==> src/rlc_pkg.sv <==
// shared constants and types for the rotate and literal subtract datapath
package rlc_pkg;

  // ==========================================================
  // register offsets (byte addresses, one word each)
  localparam logic [7:0] OFF_ACCUM = 8'h00;
  localparam logic [7:0] OFF_STATUS = 8'h04;
  localparam logic [7:0] OFF_INSTR = 8'h08;
  localparam logic [7:0] OFF_FPTR = 8'h0c;
  localparam logic [7:0] OFF_FDATA = 8'h10;

  // ==========================================================
  // field positions
  localparam int ST_CARRY = 0;
  localparam int ST_NIB = 1;
  localparam int ST_ZERO = 2;
  localparam int ST_BUSY = 3;
  localparam int IN_OP_LSB = 0;
  localparam int IN_DEST = 4;
  localparam int IN_FADDR_LSB = 8;
  localparam int IN_LIT_LSB = 16;

  // ==========================================================
  // reset values and bus constants
  localparam logic [7:0] ACCUM_RST = 8'h00;
  localparam logic FLAG_RST = 1'b0;
  localparam logic [2:0] HSIZE_WORD = 3'h2;
  localparam logic [1:0] RD_LOAD = 2'h1;
  localparam logic [1:0] RD_LAST = 2'h2;

  // ==========================================================
  // operations and sequencer states
  typedef enum logic [1:0] {
    rotate_right_via_carry_op,
    rotate_left_via_carry_op,
    literal_minus_accum_op,
    no_op
  } rlc_op_type;

  typedef enum logic [1:0] {E_IDLE, E_FETCH, E_EXEC} rlc_exec_state_type;

endpackage

==> src/rlc_file_ram.sv <==
// file register store: single port, registered read data
`timescale 1ns/1ps
module rlc_file_ram
  import rlc_pkg::*;
#(
  parameter int DEPTH = 128,
  parameter int AW = 7,
  parameter int DW = 8
)
(
  input wire logic clk,
  input wire logic rst,
  input wire logic we,
  input wire logic [AW-1:0] addr,
  input wire logic [DW-1:0] wdata,
  output logic [DW-1:0] rdata
);

  logic [DW-1:0] mem [DEPTH];

  // storage itself has no reset, like a real register file array
  always_ff @(posedge clk)
  begin
    if (we)
    begin
      mem[addr] <= wdata;
    end
  end

  // read returns the old word on a write to the same address
  always_ff @(posedge clk or posedge rst)
  begin
    if (rst)
    begin
      rdata <= '0;
    end
    else
    begin
      rdata <= mem[addr];
    end
  end

endmodule

==> src/rlc_alu.sv <==
// combinational rotate and literal subtract unit
`timescale 1ns/1ps
module rlc_alu
  import rlc_pkg::*;
#(
  parameter int WIDTH = 8
)
(
  input wire rlc_op_type op,
  input wire logic [WIDTH-1:0] fval,
  input wire logic [WIDTH-1:0] wval,
  input wire logic [WIDTH-1:0] lit,
  input wire logic carry_in,
  output logic [WIDTH-1:0] result,
  output logic carry_out,
  output logic nib_out,
  output logic zero_out
);

  logic [WIDTH:0] diff;

  // extra top bit of the difference is the borrow
  assign diff = {1'b0, lit} - {1'b0, wval};

  // result and flag values; the core picks which flags it keeps
  always_comb
  begin
    result = fval;
    carry_out = carry_in;
    nib_out = 1'b0;
    zero_out = 1'b0;
    case (op)
      rotate_right_via_carry_op:
      begin
        result = {carry_in, fval[WIDTH-1:1]}; // see RULE_01
        carry_out = fval[0]; // see RULE_01
      end
      rotate_left_via_carry_op:
      begin
        result = {fval[WIDTH-2:0], carry_in}; // see RULE_07
        carry_out = fval[WIDTH-1]; // see RULE_07
      end
      literal_minus_accum_op:
      begin
        result = diff[WIDTH-1:0]; // see RULE_04
        carry_out = ~diff[WIDTH]; // see RULE_06
        nib_out = (wval[3:0] <= lit[3:0]); // see RULE_06
        zero_out = (diff[WIDTH-1:0] == '0); // see RULE_06
      end
      default:
      begin
        result = fval;
      end
    endcase
  end

endmodule

==> src/rlc_core.sv <==
// bus-facing core: registers, instruction sequencer and file register store
//
// Chosen here: the AHB-Lite slave port and the register addresses.
`timescale 1ns/1ps

// Behaviour
// RULE_01: rotate right: old carry in, bit0 out
// RULE_02: rotate right, dest 0: result to accumulator
// RULE_03: rotate right, dest 1: result back to file
// RULE_04: subtract: literal minus accumulator, two's complement
// RULE_05: subtract result to accumulator, no file write
// RULE_06: subtract sets carry, nibble carry, zero flags
// RULE_07: rotate left: carry in bit0, same destinations
module rlc_core
  import rlc_pkg::*;
#(
  parameter int FILE_DEPTH = 128,
  parameter int FILE_AW = 7
)
(
  input wire logic clk,
  input wire logic rst,
  input wire logic hsel,
  input wire logic [31:0] haddr,
  input wire logic [1:0] htrans,
  input wire logic hwrite,
  input wire logic [2:0] hsize,
  input wire logic [31:0] hwdata,
  input wire logic hready,
  output logic [31:0] hrdata,
  output logic hreadyout,
  output logic hresp,
  output logic [7:0] w_value,
  output logic carry_flag,
  output logic busy
);

  // ==========================================================
  // state and wires
  logic [7:0] accum;
  logic carry, nib_carry_flag, zero_flag;
  rlc_op_type cur_op;
  logic cur_dest;
  logic [FILE_AW-1:0] cur_faddr;
  logic [7:0] cur_lit;
  logic [FILE_AW-1:0] fptr;
  rlc_exec_state_type estate;
  logic dp_valid, dp_write, dp_word_ok;
  logic [7:0] dp_off;
  logic [1:0] rd_stage;
  logic addr_take, wr_fire, rd_last, launch, exec_now, rotating;
  logic [31:0] rd_data;
  logic ram_we;
  logic [FILE_AW-1:0] ram_addr;
  logic [7:0] ram_wdata;
  logic [7:0] ram_rdata;
  logic [7:0] alu_result;
  logic alu_carry, alu_nib, alu_zero;

  // word decode used by every register write
  function automatic logic reg_hit(input logic [7:0] off);
    return wr_fire && dp_word_ok && (dp_off == off);
  endfunction

  // ==========================================================
  // bus handshake
  assign addr_take = hsel && htrans[1] && hready;
  // accesses wait while an instruction runs, so the store has one owner
  assign wr_fire = dp_valid && dp_write && !busy;
  assign rd_last = dp_valid && !dp_write && (rd_stage == RD_LAST);
  assign hreadyout = !dp_valid || wr_fire || rd_last;
  assign hresp = 1'b0;
  assign busy = (estate != E_IDLE);
  assign exec_now = (estate == E_EXEC);
  assign rotating = (cur_op == rotate_right_via_carry_op) || (cur_op == rotate_left_via_carry_op);
  assign launch = reg_hit(OFF_INSTR) && (rlc_op_type'(hwdata[IN_OP_LSB +: 2]) != no_op);
  assign w_value = accum;
  assign carry_flag = carry;

  // address phase capture
  always_ff @(posedge clk or posedge rst)
  begin
    if (rst)
    begin
      dp_valid <= 1'b0;
      dp_write <= 1'b0;
      dp_word_ok <= 1'b0;
      dp_off <= 8'h00;
    end
    else if (hready)
    begin
      dp_valid <= addr_take;
      dp_write <= hwrite;
      dp_word_ok <= (hsize == HSIZE_WORD) && (haddr[1:0] == 2'h0);
      dp_off <= haddr[7:0];
    end
  end

  // read pipeline: address the store, load hrdata, then answer
  always_ff @(posedge clk or posedge rst)
  begin
    if (rst)
      rd_stage <= 2'h0;
    else if (rd_last)
      rd_stage <= 2'h0;
    else if (dp_valid && !dp_write && !busy)
      rd_stage <= rd_stage + 2'h1;
  end

  // read data mux; unmapped words read zero
  always_comb
  begin
    rd_data = 32'h0000_0000;
    case (dp_off)
      OFF_ACCUM: rd_data[7:0] = accum;
      OFF_STATUS:
      begin
        rd_data[ST_CARRY] = carry;
        rd_data[ST_NIB] = nib_carry_flag;
        rd_data[ST_ZERO] = zero_flag;
        rd_data[ST_BUSY] = busy;
      end
      OFF_INSTR:
      begin
        rd_data[IN_OP_LSB +: 2] = cur_op;
        rd_data[IN_DEST] = cur_dest;
        rd_data[IN_FADDR_LSB +: FILE_AW] = cur_faddr;
        rd_data[IN_LIT_LSB +: 8] = cur_lit;
      end
      OFF_FPTR: rd_data[FILE_AW-1:0] = fptr;
      OFF_FDATA: rd_data[7:0] = ram_rdata;
      default: rd_data = 32'h0000_0000;
    endcase
  end

  // registered read data
  always_ff @(posedge clk or posedge rst)
  begin
    if (rst)
      hrdata <= 32'h0000_0000;
    else if (dp_valid && !dp_write && (rd_stage == RD_LOAD))
      hrdata <= rd_data;
  end

  // ==========================================================
  // software visible registers
  // instruction word; a write with a real opcode starts it
  always_ff @(posedge clk or posedge rst)
  begin
    if (rst)
    begin
      cur_op <= no_op;
      cur_dest <= 1'b0;
      cur_faddr <= '0;
      cur_lit <= 8'h00;
    end
    else if (launch)
    begin
      cur_op <= rlc_op_type'(hwdata[IN_OP_LSB +: 2]);
      cur_dest <= hwdata[IN_DEST];
      cur_faddr <= hwdata[IN_FADDR_LSB +: FILE_AW];
      cur_lit <= hwdata[IN_LIT_LSB +: 8];
    end
  end

  // pointer for direct file register access
  always_ff @(posedge clk or posedge rst)
  begin
    if (rst)
      fptr <= '0;
    else if (reg_hit(OFF_FPTR))
      fptr <= hwdata[FILE_AW-1:0];
  end

  // accumulator: software writes only while idle, so never collides
  always_ff @(posedge clk or posedge rst)
  begin
    if (rst)
      accum <= ACCUM_RST;
    else if (exec_now && (cur_op == literal_minus_accum_op))
      accum <= alu_result; // see RULE_04, RULE_05
    else if (exec_now && rotating && !cur_dest)
      accum <= alu_result; // see RULE_02, RULE_07
    else if (reg_hit(OFF_ACCUM))
      accum <= hwdata[7:0];
  end

  // status flags; rotates touch only carry
  always_ff @(posedge clk or posedge rst)
  begin
    if (rst)
    begin
      carry <= FLAG_RST;
      nib_carry_flag <= FLAG_RST;
      zero_flag <= FLAG_RST;
    end
    else if (exec_now)
    begin
      carry <= alu_carry; // see RULE_01, RULE_06, RULE_07
      if (cur_op == literal_minus_accum_op)
      begin
        nib_carry_flag <= alu_nib; // see RULE_06
        zero_flag <= alu_zero; // see RULE_06
      end
    end
    else if (reg_hit(OFF_STATUS))
    begin
      carry <= hwdata[ST_CARRY];
      nib_carry_flag <= hwdata[ST_NIB];
      zero_flag <= hwdata[ST_ZERO];
    end
  end

  // ==========================================================
  // instruction sequencer: fetch operand, then execute
  always_ff @(posedge clk or posedge rst)
  begin
    if (rst)
      estate <= E_IDLE;
    else
    begin
      case (estate)
        E_IDLE: if (launch) estate <= E_FETCH;
        E_FETCH: estate <= E_EXEC;
        E_EXEC: estate <= E_IDLE;
        default: estate <= E_IDLE;
      endcase
    end
  end

  // store port: the sequencer owns it while busy
  always_comb
  begin
    ram_addr = fptr;
    ram_wdata = hwdata[7:0];
    ram_we = reg_hit(OFF_FDATA);
    if (busy)
    begin
      ram_addr = cur_faddr;
      ram_wdata = alu_result;
      ram_we = exec_now && rotating && cur_dest; // see RULE_03, RULE_05
    end
  end

  rlc_file_ram #(
    .DEPTH(FILE_DEPTH),
    .AW(FILE_AW),
    .DW(8)
  ) u_ram (
    .clk(clk),
    .rst(rst),
    .we(ram_we),
    .addr(ram_addr),
    .wdata(ram_wdata),
    .rdata(ram_rdata)
  );

  rlc_alu #(
    .WIDTH(8)
  ) u_alu (
    .op(cur_op),
    .fval(ram_rdata),
    .wval(accum),
    .lit(cur_lit),
    .carry_in(carry),
    .result(alu_result),
    .carry_out(alu_carry),
    .nib_out(alu_nib),
    .zero_out(alu_zero)
  );

  // ==========================================================
  // checks, with reference values built independently
  wire logic [7:0] exp_rr = {carry, ram_rdata[7:1]};
  wire logic [7:0] exp_rl = {ram_rdata[6:0], carry};
  wire logic [7:0] exp_sub = 8'(cur_lit - accum);
  wire logic exp_le = (accum <= cur_lit);
  wire logic exp_nle = (accum[3:0] <= cur_lit[3:0]);
endmodule

==> config.mk <==
export PLATFORM = sky130hd
export DESIGN_NAME = rlc_core
export DESIGN_NICKNAME = d
export VERILOG_FILES = /design/src/rlc_pkg.sv /design/src/rlc_file_ram.sv /design/src/rlc_alu.sv /design/src/rlc_core.sv
export SDC_FILE = /design/constraint.sdc
export NUM_CORES = 1
export LEC_CHECK = 0
export ABC_AREA = 1
export BUFFER_PORTS_ARGS = -buffer_cell sky130_fd_sc_hd__buf_2
export CELL_PAD_IN_SITES_DETAIL_PLACEMENT = 0
export CELL_PAD_IN_SITES_GLOBAL_PLACEMENT = 1
export CORE_ASPECT_RATIO = 0.6
export CORE_MARGIN = 3
export CORE_UTILIZATION = 30
export CTS_BUF_LIST = sky130_fd_sc_hd__clkbuf_8
export DETAILED_ROUTE_END_ITERATION = 8
export PLACE_DENSITY_LB_ADDON = 0.05
export SKIP_CTS_REPAIR_TIMING = 1
export SYNTH_ARGS = -nofsm -noshare
export SYNTH_HDL_FRONTEND = slang
export SYNTH_HIERARCHICAL = 1
export SYNTH_SLANG_ARGS = --single-unit
==> constraint.sdc <==
create_clock -name clk -period 7.1 [get_ports clk]
set_clock_uncertainty 0.2 [all_clocks]
set_input_delay 0 -clock clk [delete_from_list [all_inputs] [get_ports clk]]
set_output_delay 0 -clock clk [all_outputs]
set_load 0.05 [all_outputs]
Word level (Yosys, flattened, before mapping)
Memory sizes are Yosys's and may differ from the RTL's. A register that Yosys moved wholly into a read port is not among the register bits.
Index checks and enable logic that the tools add are counted.
Word-level totals
  bits in registers: 74
  RAM bits: 1024
  memories kept: 1
Memories
  u_ram.mem: depth 128, width 8, rd ports 1, clocked after Yosys merged registers in 1, write ports 1, line rlc_file_ram.sv:19  | logic [DW-1:0] mem [DEPTH];
Operators by class
  add/sub/neg operators: 2
  $lt $le $gt $ge: 1
  equality and inequality tests: 15
  multiplexer cells: 29
  bitwise gates (word level): 1
  reductions and logical operators: 38
Operators with widths (number)
  8-bit 2-to-1 mux: 5
  8-bit case mux with 3 select lines: 1
  1-bit logical AND: 20
  8-bit by 4-bit equality test with 1-bit output (second input constant): 2
  8-bit zero test: 2
  7-bit 2-to-1 mux: 2
  1-bit 2-to-1 mux: 11
  2-bit case mux with 5 select lines: 1
  8-bit by 8-bit subtractor with 9-bit output: 1
  8-bit by 3-bit equality test with 1-bit output (second input constant): 1
  8-bit by 5-bit equality test with 1-bit output (second input constant): 1
  2-bit case mux with 4 select lines: 1
  2-bit by 1-bit equality test with 1-bit output (second input constant): 3
  2-bit equality test (second input constant): 3
  2-bit zero test: 3
  2-bit 2-to-1 mux: 3
  2-bit case mux with 3 select lines: 1
  2-bit nonzero test: 3
  4-bit less-or-equal comparator: 1
  1-bit zero test: 4
  2-bit != test (second input constant): 2
  4-bit by 1-bit != test with 1-bit output (second input constant): 1
  1-bit case mux with 4 select lines: 1
  2-bit case mux with 2 select lines: 1
  9 further kinds: 12

Longest topological paths before layout
  word-level depth: 8
  depth in mapped cells: 19
  depth with buffers taken out: 16

Modules after synthesis
Netlist, hierarchy kept.
Modules (own cells, without submodules)
  rlc_file_ram: instances 1, cells an instance 4403, area each 44037.2 µm², seq. area each 30949.7 µm²
  rlc_core: instances 1, cells an instance 451, area each 3647.2 µm², seq. area each 1854.3 µm²
  rlc_alu: instances 1, cells an instance 149, area each 778.2 µm², seq. area each 0.0 µm²

Worst setup path after synthesis
OpenSTA, ideal clock, no wires.
  kind: flip-flop to flip-flop
  start: register estate[1]
  end: memory u_ram.mem[0][0], data pin
  setup time: 1.198 ns
  arrival time: 6.193 ns
  data required time: 5.702 ns
  path slack: -0.492 ns
  stages on the path, launching flop included: 5
  path buffers: 1
  clock period less this slack: 7.592 ns
  path through: dfrtp_1 > nor2_4 > clkinv_1 > buf_2 > o21ai_0
Between the ends
  longest elaborated chain between the ends: 2
Ends and longest elaborated chain
  start, declared: line rlc_core.sv:47  | rlc_exec_state_type estate;
  start signal, assigned: line rlc_core.sv:219  | estate <= E_IDLE;
  start signal, assigned: line rlc_core.sv:223  | E_IDLE: if (launch) estate <= E_FETCH;
  start signal, assigned: line rlc_core.sv:224  | E_FETCH: estate <= E_EXEC;
  2-bit nonzero test: line rlc_core.sv:73  | assign busy = (estate != E_IDLE);
  net busy: line rlc_core.sv:35  | output logic busy
  8-bit 2-to-1 mux: line rlc_core.sv:237  | if (busy)
  net ram_wdata[0]: line rlc_core.sv:55  | logic [7:0] ram_wdata;
  end, declared: line rlc_file_ram.sv:19
The timed path passes the listed nets, and every way through them passes these cells.

Worst setup path in the final report
  start: register estate[1]
  end: memory u_ram.mem[82][6] (enable)
RTL lines
  2-bit nonzero test: line rlc_core.sv:73
  7-bit 2-to-1 mux: line rlc_core.sv:237
  net ram_addr[3]: line rlc_core.sv:54  | logic [FILE_AW-1:0] ram_addr;
The timed path passes the listed nets, and every way through them passes these cells.

==> metrics.md <==
| Metric | Value |
|---|---|
| Outcome | `complete, but fails checks` |
| Violations in the final reports | `negative hold slack` |
| Maximum fanout count along the critical path | `19` |
| Clock sinks | `1106` |
| Syn avg cell area | `9.69 um2` |
| Unrepaired setup endpoints after global routing | `false` |
| Number of enable-type register cells in the synthesized netlist | `1024` |
| Setup Crit Path Kind | `reg2reg` |
| Core area | `0.159 mm2` |
| Total global routing track utilization | `18.5%` |
| Crit-path most repeated cell | `inv_1` |
| Wire length of the first global-routing pass | `226000 um` |
| Startpoint type of the worst setup path | `register` |
| Count of unique library cells instantiated by Yosys | `43` |
| Most used flip-flop cell after synthesis | `edfxtp_1` |
| Synth area leaders | `edfxtp_1, nand2_1, dfrtp_1` |
| Total routed wirelength | `158000 um` |
| Number of antenna violations at the first check in global routing | `10` |
| Worst voltage drop across the vdd grid | `122 uV` |
| Total of warnings raised by yosys | `6` |
| Element type at the critical path end | `register` |
| Filler cell count | `16529` |
| Iteration-0 DRC count of the detailed router | `2453` |
| Minimum clock period | `4930 ps` |
| Post-route cell area | `0.0554 mm2` |
| Actual slew at the worst max-slew pin | `1200 ps` |
| Maximum number of pins on one net before global-route repair | `160` |
| Final worst path period share | `69.4%` |
| Routed length per instance | `21.1 um` |
| Latest clock arrival within the worst-skew pair | `860 ps` |
| Final-report setup violation count | `0` |
| Post-synthesis register bit count | `1106` |
| Root buffer selected by CTS | `clkbuf_8` |
| Post-Syn Area | `0.0485 mm2` |
| Highest-delay cell along the critical path | `nor2_1` |
| Fmax | `0.203 GHz` |
| Initial standard-cell utilization of the core | `30.4%` |
| Ratio of total power to cell area | `230 mW/mm2` |
| Clock tree from TritonCTS | `built` |
| Final number of hold-violating endpoints | `1` |
| Detailed-route via count | `33469` |
| Gate count after technology mapping | `5003` |
| Core occupancy in the finished layout | `34.8%` |
| Area growth from synthesis to layout | `14.3%` |
| Placement-stage cell area | `0.0510 mm2` |
| Sequential area share after synthesis | `67.7%` |
| Number of H-tree levels | `4` |
| Share of async-settable or async-resettable flops after synthesis | `7.41%` |
| Antenna violation net count after detailed routing | `0` |
| Number of global-route vias before repair | `32177` |
| Gpl congestion | `0.759` |
| Global route total overflow | `0` |
| Number of clock buffers inserted by TritonCTS | `187` |
| Vertical die dimension | `317 um` |
| Maximum clock path buffer count | `4` |
| Number of optimization iterations in the first detailed-route pass | `7` |
| Remaining DRCs | `0` |
| Max Slew Vio Count | `0` |
| Most frequent cell after synthesis | `nand2_1` |
| Leakage Power | `0.0231 uW` |
| Slowest cell delay on critical path | `1010 ps` |
| Post-DP HPWL | `89600 um` |
| Per-cell via count in the routed design | `4.48` |
| Hold Slack | `-0.698 ps` |
| Area leader, netlist | `edfxtp_1` |
| Max-cap violations | `0` |
| Fraction of post-synthesis cell area in the top cell type by area | `63.4%` |
| Num rows | `113` |
| Fraction of layout instances using a drive strength above 1 | `7.46%` |
| Commonest cells post-synth | `nand2_1, edfxtp_1, nor2_1` |
| CP cell instances | `nor2_4, o21ai_0, inv_1, nand2_1, inv_1, buf_4, nand3_1, nor2_1` |
| Die W | `525 um` |
| Worst-case headroom to the max-slew limit | `19.2%` |
| Worst EP required | `7350 ps` |
| Quantity of I/O buffers inserted on ports | `73` |
| Die Footprint | `0.167 mm2` |
| Overall power | `12700 uW` |
| Data arrival time of the critical path | `5180 ps` |
| Hold WC Path Type | `in2reg` |
| IO Pins | `118` |
| Net count reported at finish | `5305` |
| Clock-pin transition on the worst setup and hold timing paths | `60 ps` |
==> power by group <==
group          total [uW]  leakage [uW]  switching [uW]  internal [uW]
logic                 433        0.0110             321            112
clock network        5120       0.00191            2640           2480
registers            7180        0.0102            27.5           7150
total               12700        0.0231            2990           9740
==> sequential cells by signal, summed over array words and instances (netlist names), 7 cells and up <==
signal,cells
cur_lit,8
u_ram/mem,1024
cur_faddr,7
w_value,8
fptr,7
hrdata,23
dp_off,8
u_ram/rdata,8
==> metal layers <==
metal | wire [um] | global-route usage [%]
met1 | 81600 | 28.9
met2 | 64600 | 26.4
met5 | 0 | 0
met4 | 2170 | 3.33
met3 | 9220 | 3.62
==> worst paths after layout <==
kind / startpoint / cells after the start / to / slack, ps
max: estate[1] / 8 / u_ram/mem[82][6] / 2170
min in group asynchronous: rst / 4 / u_ram/rdata[6] / 120
min: hwdata[0] / 4 / cur_op[0] / -0.7
max in group asynchronous: rst / 5 / hrdata[17] / 5440
max reg2reg: estate[1] / 8 / u_ram/mem[82][6] / 2170
min reg2reg: hrdata[17] / 2 / hrdata[17] / 280
==> logic make-up after synthesis <==
| kind of cell | count (synthesis) | synth area share (%) |
|---|---|---|
| simple gates | 3370 | 26.7 |
| flops | 1106 | 67.7 |
| buf+inv | 394 | 3.91 |
| compound gates | 114 | 1.26 |
| fa+ha+maj | 14 | 0.377 |
| xor+xnor | 2 | 0.0362 |
| mux | 2 | 0.0465 |
| other cells | 1 | 0.00774 |
==> critical path, delay by kind of cell, from the launching register on <==
kind | cells | cell delay, ps
flops | 1 | 420
buf+inv | 3 | 1380
compound gates | 1 | 450
simple gates | 4 | 2040
==> stage by stage <==
| stage | cells | setup TNS, ps | hold slack [ps] | setup WS (ps) |
|---|---|---|---|---|
| detailed placement | 7031 | 0 | -167 | 2150 |
| global placement | 7030 | 0 | -170 | 2220 |
| finish | 7479 | 0 | -0.698 | 2170 |
| CTS | 7352 | 0 | -1140 | 2090 |
| global route | 7477 | 0 | 3.33 | 1910 |
| floorplan | 5012 | -377660 | -384 | -492 |
==> cells in the final DEF, fill, tap and decap left out, types with 3 or more instances in the layout <==
cell type / instances
or2_1: 3
or2_0: 4
inv_2: 8
clkinv_2: 7
dfrtp_1: 80
o21ai_0: 39
diode_2: 3
nand3_1: 71
clkinvlp_4: 5
clkinv_1: 34
clkbuf_8: 192
nand4_1: 8
o21ai_4: 9
inv_1: 224
buf_12: 14
ha_1: 13
buf_2: 73
a21oi_1: 38
nand3_2: 4
or2_2: 6
nor2_4: 9
buf_4: 45
nor2_1: 287
nor2_2: 5
edfxtp_1: 1024
o21a_1: 3
nand2_2: 5
conb_1: 10
nand2_1: 2963
dlygate4sd3_1: 124
o21ai_1: 14
==> cell type report <==
cell class                      count  area [um2]  area share [%]
Timing Repair Buffer              256        2220            4.02
Antenna cell                        3        7.51          0.0136
Clock buffer                      192        2640            4.77
Multi-Input combinational cell   3512       13900            25.2
Sequential cell                  1106       32800            59.2
Inverter                          154         608            1.10
Clock inverter                    129         515           0.931
Tap cell                         2127        2660            4.80
No activity file was read; power rests on OpenSTA's default activity.
